$ cat src/inc/trwc_pkg.sv
// Purpose: shared constants and types of the transceiver rate and wrap control
// Assumes: core clock of 50 MHz
// Notes:   serial register offsets and field positions live here only
package trwc_pkg;

  // clock and recovery-stage lock timing
  localparam int unsigned CORE_CLK_PERIOD_NS = 20;
  localparam int unsigned LOCK_TIME_US       = 500;
  // longest time, so rounded down to whole cycles
  localparam int unsigned LOCK_CYCLES        = (LOCK_TIME_US * 1000) / CORE_CLK_PERIOD_NS;

  // two-wire serial framing
  localparam logic [3:0] BITS_PER_BYTE = 4'h8;
  localparam logic [2:0] LAST_BIT_IDX  = 3'h7;
  localparam logic [6:0] DEV_ADDR_DEF  = 7'h50;

  // register offsets
  localparam logic [7:0] REG_WRAP    = 8'h00;
  localparam logic [7:0] REG_TX_EQ   = 8'h01;
  localparam logic [7:0] REG_RX_EMPH = 8'h02;
  localparam logic [7:0] REG_STATUS  = 8'h03;

  // wrap control fields
  localparam int unsigned WRAP_OPT_BIT  = 0;
  localparam int unsigned WRAP_ELEC_BIT = 1;
  localparam int unsigned WRAP_PASS_BIT = 2;
  localparam int unsigned WRAP_W        = 3;

  // status fields
  localparam int unsigned ST_RX_LOCK_BIT = 0;
  localparam int unsigned ST_TX_LOCK_BIT = 1;
  localparam int unsigned ST_LOS_BIT     = 2;
  localparam int unsigned ST_FAULT_BIT   = 3;
  localparam int unsigned ST_RX_RATE_BIT = 4;
  localparam int unsigned ST_TX_RATE_BIT = 5;

  // reset values: normal, non-wrapped operation
  localparam logic [2:0] WRAP_RST = 3'h0;
  localparam logic [7:0] EQ_RST   = 8'h00;
  localparam logic [7:0] EMPH_RST = 8'h00;

  typedef enum logic [3:0] {
    TRWC_IDLE,
    TRWC_ADDR,
    TRWC_ADDR_ACK,
    TRWC_PTR,
    TRWC_PTR_ACK,
    TRWC_WDATA,
    TRWC_WDATA_ACK,
    TRWC_RDATA,
    TRWC_RDATA_ACK
  } trwc_ser_state_type;

endpackage : trwc_pkg

$ cat src/hw/trwc_control.sv
// Purpose: low-speed control of a pluggable optical transceiver: rate select,
//          recovery-stage lock, wrap modes, eq/emphasis, fault and presence pins
// Assumes: all pin inputs synchronous to core_clk; pad pulls resolve open pins
// Notes:   two-wire slave holds wrap, eq, emphasis and a read-only status byte

module trwc_control import trwc_pkg::*; #(
  parameter int unsigned ACQ_CYCLES = LOCK_CYCLES,
  parameter int unsigned EQ_W       = 3,
  parameter int unsigned EMPH_W     = 3,
  parameter logic [6:0]  DEV_ADDR   = DEV_ADDR_DEF
) (
  // clock and reset
  input  wire logic              core_clk,
  input  wire logic              rst_b,
  // rate selects and transmit disable
  input  wire logic              rx_rate_select,
  input  wire logic              tx_rate_select,
  input  wire logic              tx_disable,
  // analog front-end sense
  input  wire logic              rx_coding_16g,
  input  wire logic              tx_coding_16g,
  input  wire logic              laser_fault,
  input  wire logic              rx_power_low,
  // recovery stage and path control
  output logic                   rx_cdr_engaged,
  output logic                   tx_cdr_engaged,
  output logic                   rx_cdr_locked,
  output logic                   tx_cdr_locked,
  output logic                   laser_enable,
  output logic                   laser_src_wrap,
  output logic                   rd_output_enable,
  output logic                   rd_src_wrap,
  output logic [EQ_W-1:0]        tx_eq_setting,
  output logic [EMPH_W-1:0]      rx_emph_setting,
  // open-drain status pins
  output logic                   tx_fault_out,
  output logic                   tx_fault_oe,
  output logic                   optical_signal_lost_out,
  output logic                   optical_signal_lost_oe,
  output logic                   presence_pin_out,
  output logic                   presence_pin_oe,
  // two-wire serial pins
  input  wire logic              serial_clock_pin_in,
  input  wire logic              serial_data_pin_in,
  output logic                   serial_data_pin_out,
  output logic                   serial_data_pin_oe
);

  localparam int unsigned CW = $clog2(ACQ_CYCLES + 1);

  initial begin
    if (ACQ_CYCLES < 1 || ACQ_CYCLES > LOCK_CYCLES) begin
      $error("ACQ_CYCLES must lie between 1 and the lock time");
    end
    if (EQ_W < 1 || EQ_W > 8 || EMPH_W < 1 || EMPH_W > 8) begin
      $error("EQ_W and EMPH_W must lie between 1 and 8");
    end
  end

  // shared lock counter step: counts only unbroken 16GFC coding
  function automatic logic [CW-1:0] lock_next(input logic engaged,
                                              input logic coding_16g,
                                              input logic [CW-1:0] cnt);
    if (!engaged || !coding_16g) begin
      lock_next = '0;
    end else if (cnt == CW'(ACQ_CYCLES)) begin
      lock_next = cnt;
    end else begin
      lock_next = cnt + CW'(1);
    end
  endfunction : lock_next

  logic [WRAP_W-1:0]  wrap_q;
  logic [EQ_W-1:0]    eq_q;
  logic [EMPH_W-1:0]  emph_q;
  logic [CW-1:0]      rx_cnt_q;
  logic [CW-1:0]      tx_cnt_q;
  logic [CW-1:0]      rx_cnt_d;
  logic [CW-1:0]      tx_cnt_d;
  logic               opt_wrap;
  logic               elec_wrap;
  logic               pass_thru;

  assign opt_wrap  = wrap_q[WRAP_OPT_BIT];
  assign elec_wrap = wrap_q[WRAP_ELEC_BIT];
  assign pass_thru = wrap_q[WRAP_PASS_BIT];

  // recovery stage in path for high rate or for the wrap through it
  assign rx_cdr_engaged = rx_rate_select | opt_wrap;
  assign tx_cdr_engaged = tx_rate_select | elec_wrap;
  assign rx_cnt_d = lock_next(rx_cdr_engaged, rx_coding_16g, rx_cnt_q);
  assign tx_cnt_d = lock_next(tx_cdr_engaged, tx_coding_16g, tx_cnt_q);

  // unsaturated run lengths, only for the lock bound checks
  logic [31:0] rx_run_q;
  logic [31:0] tx_run_q;
  always_ff @(posedge core_clk or negedge rst_b) begin
    if (!rst_b) begin
      rx_cnt_q      <= '0;
      tx_cnt_q      <= '0;
      rx_cdr_locked <= 1'b0;
      tx_cdr_locked <= 1'b0;
      rx_run_q      <= '0;
      tx_run_q      <= '0;
    end else begin
      rx_cnt_q      <= rx_cnt_d;
      tx_cnt_q      <= tx_cnt_d;
      rx_cdr_locked <= (rx_cnt_d == CW'(ACQ_CYCLES));
      tx_cdr_locked <= (tx_cnt_d == CW'(ACQ_CYCLES));
      rx_run_q <= (rx_cdr_engaged && rx_coding_16g) ? rx_run_q + 32'h0000_0001 : '0;
      tx_run_q <= (tx_cdr_engaged && tx_coding_16g) ? tx_run_q + 32'h0000_0001 : '0;
    end
  end

  // output path selection
  always_ff @(posedge core_clk or negedge rst_b) begin
    if (!rst_b) begin
      laser_enable     <= 1'b0;
      laser_src_wrap   <= 1'b0;
      rd_output_enable <= 1'b0;
      rd_src_wrap      <= 1'b0;
      tx_eq_setting    <= '0;
      rx_emph_setting  <= '0;
    end else begin
      laser_enable     <= !tx_disable && !(elec_wrap && !pass_thru);
      laser_src_wrap   <= opt_wrap;
      rd_output_enable <= !(opt_wrap && !pass_thru);
      rd_src_wrap      <= elec_wrap;
      tx_eq_setting    <= eq_q;
      rx_emph_setting  <= emph_q;
    end
  end

  // open-drain pins: enable high pulls the wire low
  always_ff @(posedge core_clk or negedge rst_b) begin
    if (!rst_b) begin
      tx_fault_oe            <= 1'b1;
      optical_signal_lost_oe <= 1'b1;
    end else begin
      tx_fault_oe            <= !laser_fault;
      optical_signal_lost_oe <= !rx_power_low;
    end
  end

  assign tx_fault_out            = 1'b0;
  assign optical_signal_lost_out = 1'b0;
  assign presence_pin_out        = 1'b0;
  assign presence_pin_oe         = 1'b1;
  assign serial_data_pin_out     = 1'b0;

  // two-wire serial slave
  trwc_ser_state_type state_q;
  logic               scl_q;
  logic               sda_q;
  logic [3:0]         bit_cnt_q;
  logic [7:0]         shift_q;
  logic [7:0]         ptr_q;
  logic               scl_rise;
  logic               scl_fall;
  logic               start_cond;
  logic               stop_cond;
  logic               wr_stb;
  logic               byte_done;

  assign scl_rise   = serial_clock_pin_in && !scl_q;
  assign scl_fall   = !serial_clock_pin_in && scl_q;
  assign start_cond = serial_clock_pin_in && scl_q && sda_q && !serial_data_pin_in;
  assign stop_cond  = serial_clock_pin_in && scl_q && !sda_q && serial_data_pin_in;
  assign byte_done  = scl_fall && (bit_cnt_q == BITS_PER_BYTE);
  assign wr_stb     = (state_q == TRWC_WDATA) && byte_done;

  function automatic logic [7:0] read_reg(input logic [7:0] addr);
    read_reg = 8'h00;
    unique case (addr)
      REG_WRAP:    read_reg = 8'(wrap_q);
      REG_TX_EQ:   read_reg = 8'(eq_q);
      REG_RX_EMPH: read_reg = 8'(emph_q);
      REG_STATUS: begin
        read_reg[ST_RX_LOCK_BIT] = rx_cdr_locked;
        read_reg[ST_TX_LOCK_BIT] = tx_cdr_locked;
        read_reg[ST_LOS_BIT]     = rx_power_low;
        read_reg[ST_FAULT_BIT]   = laser_fault;
        read_reg[ST_RX_RATE_BIT] = rx_rate_select;
        read_reg[ST_TX_RATE_BIT] = tx_rate_select;
      end
      default: read_reg = 8'h00;
    endcase
  endfunction : read_reg

  always_ff @(posedge core_clk or negedge rst_b) begin
    if (!rst_b) begin
      scl_q <= 1'b1;
      sda_q <= 1'b1;
    end else begin
      scl_q <= serial_clock_pin_in;
      sda_q <= serial_data_pin_in;
    end
  end

  always_ff @(posedge core_clk or negedge rst_b) begin
    if (!rst_b) begin
      state_q   <= TRWC_IDLE;
      bit_cnt_q <= '0;
      shift_q   <= '0;
      ptr_q     <= '0;
    end else if (start_cond) begin
      state_q   <= TRWC_ADDR;
      bit_cnt_q <= '0;
    end else if (stop_cond) begin
      state_q <= TRWC_IDLE;
    end else begin
      unique case (state_q)
        TRWC_IDLE: begin
          bit_cnt_q <= '0;
        end
        TRWC_ADDR, TRWC_PTR, TRWC_WDATA: begin
          if (scl_rise) begin
            shift_q   <= {shift_q[6:0], serial_data_pin_in};
            bit_cnt_q <= bit_cnt_q + 4'h1;
          end else if (byte_done) begin
            bit_cnt_q <= '0;
            if (state_q == TRWC_ADDR) begin
              state_q <= (shift_q[7:1] == DEV_ADDR) ? TRWC_ADDR_ACK : TRWC_IDLE;
            end else if (state_q == TRWC_PTR) begin
              ptr_q   <= shift_q;
              state_q <= TRWC_PTR_ACK;
            end else begin
              ptr_q   <= ptr_q + 8'h01;
              state_q <= TRWC_WDATA_ACK;
            end
          end
        end
        TRWC_ADDR_ACK, TRWC_PTR_ACK, TRWC_WDATA_ACK: begin
          if (scl_fall) begin
            if (state_q == TRWC_ADDR_ACK && shift_q[0]) begin
              shift_q <= read_reg(ptr_q);
              ptr_q   <= ptr_q + 8'h01;
              state_q <= TRWC_RDATA;
            end else begin
              state_q <= (state_q == TRWC_ADDR_ACK) ? TRWC_PTR : TRWC_WDATA;
            end
          end
        end
        TRWC_RDATA: begin
          if (scl_fall) begin
            if (bit_cnt_q[2:0] == LAST_BIT_IDX) begin
              bit_cnt_q <= '0;
              state_q   <= TRWC_RDATA_ACK;
            end else begin
              shift_q   <= {shift_q[6:0], 1'b0};
              bit_cnt_q <= bit_cnt_q + 4'h1;
            end
          end
        end
        TRWC_RDATA_ACK: begin
          if (scl_rise) begin
            shift_q[0] <= serial_data_pin_in;
          end else if (scl_fall) begin
            if (!shift_q[0]) begin
              shift_q <= read_reg(ptr_q);
              ptr_q   <= ptr_q + 8'h01;
              state_q <= TRWC_RDATA;
            end else begin
              state_q <= TRWC_IDLE;
            end
          end
        end
      endcase
    end
  end

  always_comb begin
    unique case (state_q)
      TRWC_ADDR_ACK, TRWC_PTR_ACK, TRWC_WDATA_ACK: serial_data_pin_oe = 1'b1;
      TRWC_RDATA: serial_data_pin_oe = !shift_q[7];
      default:    serial_data_pin_oe = 1'b0;
    endcase
  end

  // control registers, normal operation after reset
  always_ff @(posedge core_clk or negedge rst_b) begin
    if (!rst_b) begin
      wrap_q <= WRAP_RST;
      eq_q   <= EQ_W'(EQ_RST);
      emph_q <= EMPH_W'(EMPH_RST);
    end else if (wr_stb) begin
      unique case (ptr_q)
        REG_WRAP:    wrap_q <= shift_q[WRAP_W-1:0];
        REG_TX_EQ:   eq_q   <= shift_q[EQ_W-1:0];
        REG_RX_EMPH: emph_q <= shift_q[EMPH_W-1:0];
        default:     wrap_q <= wrap_q;
      endcase
    end
  end
endmodule : trwc_control

$ cat config.mk
export PLATFORM = sky130hd
export DESIGN_NAME = trwc_control
export DESIGN_NICKNAME = d
export VERILOG_FILES = /design/src/inc/trwc_pkg.sv /design/src/hw/trwc_control.sv
export SDC_FILE = /design/constraint.sdc
export NUM_CORES = 1
export LEC_CHECK = 0
export ABC_AREA = 1
export BUFFER_PORTS_ARGS = -buffer_cell sky130_fd_sc_hd__buf_2
export CAP_MARGIN = 20
export CORE_MARGIN = 8
export CORE_UTILIZATION = 31
export CTS_CLUSTER_DIAMETER = 120
export DETAILED_ROUTE_END_ITERATION = 7
export PLACE_DENSITY_LB_ADDON = 0.25
export SLEW_MARGIN = 30
export SYNTH_ARGS = -nofsm -noshare
export SYNTH_HDL_FRONTEND = slang
export SYNTH_SLANG_ARGS = --single-unit
$ cat constraint.sdc
create_clock -name core_clk -period 3.2 [get_ports core_clk]
set_clock_uncertainty 0.2 [all_clocks]
set_input_delay 0.16 -clock core_clk [delete_from_list [all_inputs] [get_ports core_clk]]
set_output_delay 0.16 -clock core_clk [all_outputs]
set_load 0.005 [all_outputs]
## Word-level counts from Yosys, hierarchy flattened

Index checks and enable logic that the tools add are counted.

- Register bits after elaboration: 79
- Bits of input ports: 11
- Output and inout bits: 22
- Word-level logic and storage cells: 165

- $add $sub $neg: 4
- Equal/unequal tests: 40
- Multiplexer cells: 49
- Bitwise operators: 4
- Reductions and logical operators: 46

Operators with widths:

| operator | number |
|---|---|
| $mux 8 | 16 |
| $eq 15x15->1 const B | 4 |
| $mux 15 | 4 |
| $mux 4 | 15 |
| $ne 4x4->1 const B | 8 |
| $pmux 8 s4 | 1 |
| $add 15x1->15 const B | 2 |
| $ne 2x2->1 const B | 12 |
| $pmux 6 s4 | 1 |
| $pmux 8 s3 | 1 |
| $reduce_and 11->1 | 2 |
| $eq 4x3->1 const B | 4 |
| $eq 8x2->1 const B | 2 |
| $pmux 4 s4 | 1 |
| $logic_not 1->1 | 15 |
| $logic_and 1x1->1 | 13 |
| $mux 3 | 4 |
| $pmux 4 s3 | 1 |
| $reduce_and 9->1 | 1 |
| $add 8x1->8 const B | 1 |
| $eq 4x2->1 const B | 2 |
| $eq 4x4->1 const B | 2 |
| $eq 8x1->1 const B | 1 |
| $logic_not 8->1 | 1 |
| 20 further kinds | 29 |

## Depth between registers and ports, before layout

Gate-level depths: netlist of run 1.

- Word-level depth: 8
- Depth in mapped cells: 13
- Gate-level depth less buffers: 13

## Least setup slack after synthesis of run 1

No wires, ideal clock.

- Path kind: register to register
- From: reg scl_q
- To: reg shift_q[4]
- Setup time: 0.127 ns
- Arrival: 1.746 ns
- Required time: 2.873 ns
- Path slack: 1.127 ns
- Stages on the path, launching flop included: 12
- Buffers on the path: 1
- Clock period less this slack: 2.073 ns
- Cells stage by stage: dfstp_2 ha_1 inv_1 nor3_1 nor2_4 nand2_1 nor2_1 nand2_1 nor2_2 buf_6 nand2_1 o21ai_0

- Cells in the longest elaborated chain, start to end: 5
- Elaborated cells between the ends (all ways): 16
- Those cells by class: eq/ne: 5; bitwise: 2; reduce/logical: 9

Ends and longest elaborated chain:

| element | line | RTL |
|---|---|---|
| start: declaration | trwc_control.sv:153 | `logic scl_q;` |
| start signal: assignment | trwc_control.sv:195 | `scl_q <= serial_clock_pin_in;` |
| parallel branches: the longest is 4 deep, another holds $ne 2x2->1 | n/a |  |
| $reduce_and 11->1 (no source line) (*) | n/a |  |
| end signal: assignment | trwc_control.sv:218 | `shift_q <= {shift_q[6:0], serial_data_pin_in};` |
| end signal: assignment | trwc_control.sv:236 | `shift_q <= read_reg(ptr_q);` |
| end signal: assignment | trwc_control.sv:250 | `shift_q <= {shift_q[6:0], 1'b0};` |
| end: declaration | trwc_control.sv:156 | `logic [7:0] shift_q;` |

Every way passes the cells marked *.
A chain may end at the register's enable or synchronous reset.

## Final worst setup path of run 1

- From: in serial_clock_pin_in
- To: reg shift_q[1]

- Cells in the longest elaborated chain, start to end: 5
- Elaborated cells between the ends (all ways): 16
- Those cells by class: eq/ne: 5; bitwise: 2; reduce/logical: 9

Ends and longest elaborated chain:

| element | line | RTL |
|---|---|---|
| start: declaration | trwc_control.sv:43 | `input wire logic serial_clock_pin_in,` |
| parallel branches: the longest is 4 deep, another holds $ne 2x2->1 | n/a |  |
| $reduce_and 11->1 (no source line) (*) | n/a |  |

Marks and branches as above.

==> run metrics, run 1 <==
Tightest Hold Check Type=in -> reg; arrival time worst endpoint=approximately 2.6 ns; setup violators final=0; nets=714; leakage=between 2 and 3 nW; sequential share of the synthesized area=0.420; Pwr Density=688 mW/mm²; Worst Setup End Kind=flop; kind of start point of the critical path=primary input; Worst-path clk slew=about 0.07 ns; DR vias/cell=~4.7; RSZ-0062 raised after global routing=false; WS Path Type=in -> reg; share of cells above drive strength 1=0.110; Detailed Route WL=11200 µm; Post-synth EDFFs=0; row count=45; Starting DRT DRC Count=between 300 and 400; Worst Max-Slew Pin Slew=roughly 0.7 ns; Fin Setup TNS=0 ns; post-synthesis instance area=between 0.004 and 0.005 mm²; Slew HR=0.523; total grt overflow=0; Syn-to-layout area delta=14.6%; core outline area=0.0150 mm²; Resized Gates After CTS=0; initial antenna violation count=0; DRC=0; clock sink total=slightly below 80; status=completed; GPL Wtd Cong=~0.88; worst hold slack=between 0.04 and 0.05 ns; RR Startpoint=scl_q; Max Fclk=between 300 and 400 MHz; Synth Instances=about 650; commonest non-fill, non-tap cell in the layout=nand2_1; Syn Area/Cell=around 7.2 µm²; Initial Utilization=0.314; CP max stage delay=0.54 ns; Synthesis Warnings=0; worst skew pair latency=0.34 ns; Pins Over Slew Limit=0; Routed Antenna Nets=0; final period utilization=0.794; Reg area=0.00198 mm²; vias in the first global route=just over 4000; wire length per cell=approximately 13 µm; maxcap violations=0; GRT Util Overall=0.121; die height=~140 µm; maximum VDD drop=approximately 0.00032 V; slowest stage cell on the critical path=dlygate4sd3_1; CTS H-tree lvls=3; count of cell types in the netlist=36; CTS max path bufs=2; Yosys reg bits=79; most frequent cells in the layout=nand2_1, inv_1, nor2_1, dfrtp_1, nand3_1; most used cell, CP=nand2_1; Cell Chain, Critical Path=dlygate4sd3_1 -> buf_2 -> ha_1 -> nand3_1 -> inv_1 -> nor2_4 -> nand2_1 -> nor2_1 -> nand2_1 -> nor2_2 -> inv_1 -> nand2_1 -> nand2_1; Critical Path Fanout Max=12; cts bufs inserted=9; Post-DP HPWL=between 8000 and 9000 µm; first-pass GRT wire length=between 15000 and 20000 µm; # port buffers=27; CTS tree=done; First-pass DRT Iterations=5; clk root buf=clkbuf_16; FILL cells=between 1500 and 2000; final hold viol count=0; io pins=33; Worst Setup SP=serial_clock_pin_in; Multi-input gate area=roughly 0.0023 mm²; via count=4137; die width=around 140 µm; prevailing post-synth register cell=dfrtp_1; post-layout min period=2.54 ns; # diodes=0; async set or reset register ratio after synthesis=1.00; CP Data Required Time=3.23 ns; hold path start=tx_rate_select; largest net degree at the start of global routing=80; die area=0.0194 mm²
[timing repair]
action / in CTS / in global routing
hold endpoints to repair: 83 / 0
hold buffers: 7 / 0
setup buffers: 0 / 0
[report_power, final]
part | internal (mW) | leakage, nW | switching [mW]
registers | 1.11 | 1.07 | 0.126
clock network | 0.613 | 0.139 | 0.446
logic | 0.427 | 1.48 | 0.993
[state kept, by name (all words and copies together) (netlist names)]
name and flops:
emph_q 3, rx_cnt_q 15, rx_emph_setting 3, tx_eq_setting 3
laser_enable 1, eq_q 3, tx_cdr_locked 1, sda_q 1
rx_cdr_locked 1, laser_src_wrap 1, ptr_q 8, rd_src_wrap 1
wrap_q 3, optical_signal_lost_oe 1, tx_fault_oe 1, rd_output_enable 1
scl_q 1, state_q 4, bit_cnt_q 4, tx_cnt_q 15
shift_q 8
[routing by layer]
metal  GRT usage  share of wire  up-vias
li1            -              -     2132
met1       0.157           0.49     1916
met2       0.192           0.46       74
met3      0.0253          0.031       15
met4      0.0462          0.018        0
met5           0              0        -
[stage by stage]
stage / std cells / util / worst slack, ns / cell area [µm²] / total power, mW
after floorplan: 654 / - / 1.13 / 4730 / 2.35
after global placement: 859 / 0.334 / 0.910 / 5030 / 2.62
after detailed placement: 859 / 0.335 / 0.791 / 5030 / 2.65
after CTS: 882 / 0.359 / 0.641 / 5400 / 3.74
after global routing: 882 / 0.359 / 0.381 / 5400 / 3.99
final: 882 / 0.359 / 0.661 / 5400 / 3.72
[worst max-delay path: cells and delay by family]
family	cells	cell delay (ns)
fa+ha+maj	1	0.21
simple gates	8	1.23
buf+inv	4	0.98
[area by class of cell]
type | count | area share
multi-input cells | 464 | 0.424
flip-flops and latches | 79 | 0.367
inverters | 101 | 0.0702
well taps | 188 | 0.0435
clock buffers | 9 | 0.0417
repair buffers | 34 | 0.0391
clock inverters | 7 | 0.0146
[final timing paths]
path,to,slack [ns],cells after the start
worst max-delay path,shift_q[1],0.66,13
worst min-delay path,shift_q[5],0.05,5
worst max register to register,shift_q[1],0.81,11
worst min register to register,tx_eq_setting[1],0.22,0
max in group asynchronous,tx_cnt_q[11],2.08,2
min in group asynchronous,rx_emph_setting[2],0.23,2
[logic make-up after synthesis]
group,share of synthesized area
buf+inv,0.0958
flops,0.420
other cells,0.00159
xor+xnor,0.0167
fa+ha+maj,0.0372
compound gates,0.0878
simple gates,0.340
[Yosys cell counts, types with 5 or more instances]
master / instances / area share
inv_1: 99 / 0.079
dfrtp_1: 75 / 0.40
xor2_1: 8 / 0.015
nand4_1: 16 / 0.021
ha_1: 14 / 0.037
nor3_1: 11 / 0.012
nand3_1: 56 / 0.059
buf_4: 5 / 0.0080
o21ai_2: 6 / 0.011
nand2_1: 168 / 0.13
nor2_2: 6 / 0.0080
nor2_1: 85 / 0.068
o21ai_0: 45 / 0.048
nand3b_1: 5 / 0.0080
a21oi_1: 10 / 0.011
No activity file was read; power rests on OpenSTA's default activity.
==> run 2, diff against run 1 <==
==> constraint.sdc (replaced) <==
create_clock -name core_clk -period 2.07 [get_ports core_clk]
set_clock_uncertainty 0.2 [all_clocks]
set_input_delay 0.1035 -clock core_clk [delete_from_list [all_inputs] [get_ports core_clk]]
set_output_delay 0.1035 -clock core_clk [all_outputs]
set_load 0.005 [all_outputs]
==> run 2 against run 1 <==
  * Sequential share of layout area shrank 2.3 points
  * Sequential power rose by 56%
  * Combinational power is 93% higher
==> run metrics, run 2 (synthesis gave the netlist of run 1 again) <==
CTS tree=done; row count=45 (unchanged); Syn-to-layout area delta=22.7%; CTS max path bufs=2 (unchanged); fin util=0.385 (+0.0252); First-pass DRT Iterations=4 (-1); maxcap violations=0 (unchanged); GPL Wtd Cong=0.890 (+0.77%); Worst Max-Slew Pin Slew=0.500 ns (-0.216 ns); worst skew pair latency=0.34 ns (about the same); Critical Path Fanout Max=5 (-7); largest net degree at the start of global routing=39 (-51%); CP max stage delay=0.55 ns (about the same); DRC=0 (unchanged); Detailed Route WL=11700 µm (+4.5%); Pins Over Slew Limit=0 (unchanged); # port buffers=27 (unchanged); slowest stage cell on the critical path=dlygate4sd3_1; io pins=33 (unchanged); FILL cells=1550 (-3.1%); first-pass GRT wire length=19800 µm (+1.9%); Starting DRT DRC Count=331 (+4.1%); Setup WS post-layout=0.0535 ns (-0.607 ns); wire length per cell=12.9 µm (+1.3%); kind of start point of the critical path=primary input; Initial Utilization=0.314 (unchanged); status=completed; total grt overflow=0 (unchanged); Worst-path clk slew=0.06 ns (about the same); maximum VDD drop=0.000487 V (+50%); clock sink total=79 (unchanged); share of cells above drive strength 1=0.186 (+0.0761); Cell Chain, Critical Path=dlygate4sd3_1 -> buf_2 -> ha_2 -> nand3_1 -> inv_2 -> nor2_4 -> nand2_2 -> nor3_4 -> buf_6 -> nand2_4 -> nand2_1 -> nand2_1; commonest non-fill, non-tap cell in the layout=nand2_1; clk root buf=clkbuf_16; Max Fclk=~500 MHz; Setup WS pre-CTS=0.0270 ns (-0.764 ns); via count=4308 (+4.1%); Routed Antenna Nets=0 (unchanged); # diodes=0 (unchanged); initial antenna violation count=0 (unchanged); die area=0.0194 mm² (unchanged); CP top delay family=buffers and inverters; core outline area=0.0150 mm² (unchanged); most frequent cells in the layout=nand2_1, inv_1, nor2_1, dfrtp_1, nand3_1; final hold viol count=0 (unchanged); CTS H-tree lvls=3 (unchanged); CP Data Required Time=2.10 ns (-1.13 ns); vias in the first global route=4120 (+1.7%); most used cell, CP=nand2_1; R2R Setup Slk=0.07 ns (-0.74 ns); biggest regs=rx_cnt_q x15, tx_cnt_q x15; DR vias/cell=4.73 (+0.93%); setup violators final=0 (unchanged); GRT Util Overall=0.123 (+0.00273); final period utilization=0.974; Fin Setup TNS=0 ns (unchanged); Placed Area=0.00520 mm² (+3.4%); leakage=2.85 nW (+5.9%); post-layout min period=~2 ns; Design Area, Final=0.00578 mm² (+7.0%); WS Path Type=in -> reg; RSZ-0062 raised after global routing=true; die width=139 µm (unchanged); Worst Setup End Kind=flop; nets=742 (+3.9%); Post-DP HPWL=8720 µm (+4.8%); arrival time worst endpoint=2.05 ns (-0.52 ns); Slew HR=0.667 (+0.144); Tightest Hold Check Type=in -> async; die height=139 µm (unchanged); WP buf/inv=4 (unchanged); cts bufs inserted=9 (unchanged); Pwr Density=1090 mW/mm² (+59%)
## run 2: final timing paths
| check | start | to | cells past startpoint |
|---|---|---|---|
| hold / removal | rst_b | tx_eq_setting[0] | 2 |
| setup / recovery | serial_clock_pin_in | ptr_q[2] | 12 |
| hold reg to reg | eq_q[2] | tx_eq_setting[2] | 0 |
| max in group asynchronous | rst_b | laser_enable | 3 |
| setup reg to reg | scl_q | ptr_q[4] | 11 |
| min in group core_clk | tx_coding_16g | tx_cnt_q[1] | 4 |
## run 2: final cells by class
| type | instances | area, µm² | area share |
|---|---|---|---|
| well taps | 188 | 235 | 0.0407 |
| multi-input cells | 465 | 2430 | 0.421 |
| repair buffers | 61 | 443 | 0.0766 |
| flip-flops and latches | 79 | 1990 | 0.343 |
| clock inverters | 7 | 80.1 | 0.0138 |
| inverters | 101 | 379 | 0.0656 |
| clock buffers | 9 | 225 | 0.0389 |
## run 2: repair_timing
| action | CTS | global route |
|---|---|---|
| endpoints found under the setup margin | 0 | 28 |
| hold buffers | 9 | 0 |
| resized for setup | 0 | 48 |
| hold endpoints to repair | 93 | 0 |
| setup buffers | 0 | 4 |
## run 2: stage by stage
stage | total power, mW | hold slack, ns | cells
2_1_floorplan | 3.63 | -0.392 | 654
3_3_place_gp | 4.27 | -0.0900 | 880
3_5_place_dp | 4.28 | -0.0836 | 880
4_1_cts | 5.98 | 0.0592 | 905
5_1_grt | 6.77 | 0.0971 | 910
6_report | 6.31 | 0.0750 | 910
## run 2: metal layers
layer  up-vias  share of wire  track usage
li1       2190              -            -
met1      2021           0.47        0.150
met2        83           0.48        0.210
met3        14          0.040       0.0332
met4         0          0.016       0.0335
met5         -              0            0
## run 2: power breakdown
part           internal [mW]  leakage (nW)  switching, mW  total, mW
Sequential              1.72          1.06          0.216       1.94
Clock                  0.948         0.143          0.682       1.63
Combinational           1.01          1.64           1.73       2.74
Total                   3.69          2.85           2.62       6.31
## run 2: worst reg2reg max path, delay by kind of cell (launching register included)
| family | cells | cell delay [ns] |
|---|---|---|
| buffers and inverters | 4 | 0.41 |
| adder cells (fa/ha/maj) | 1 | 0.19 |
| AO/OA/AOI/OAI | 1 | 0.08 |
| AND/OR/NAND/NOR | 5 | 0.51 |
| flip-flops | 1 | 0.55 |
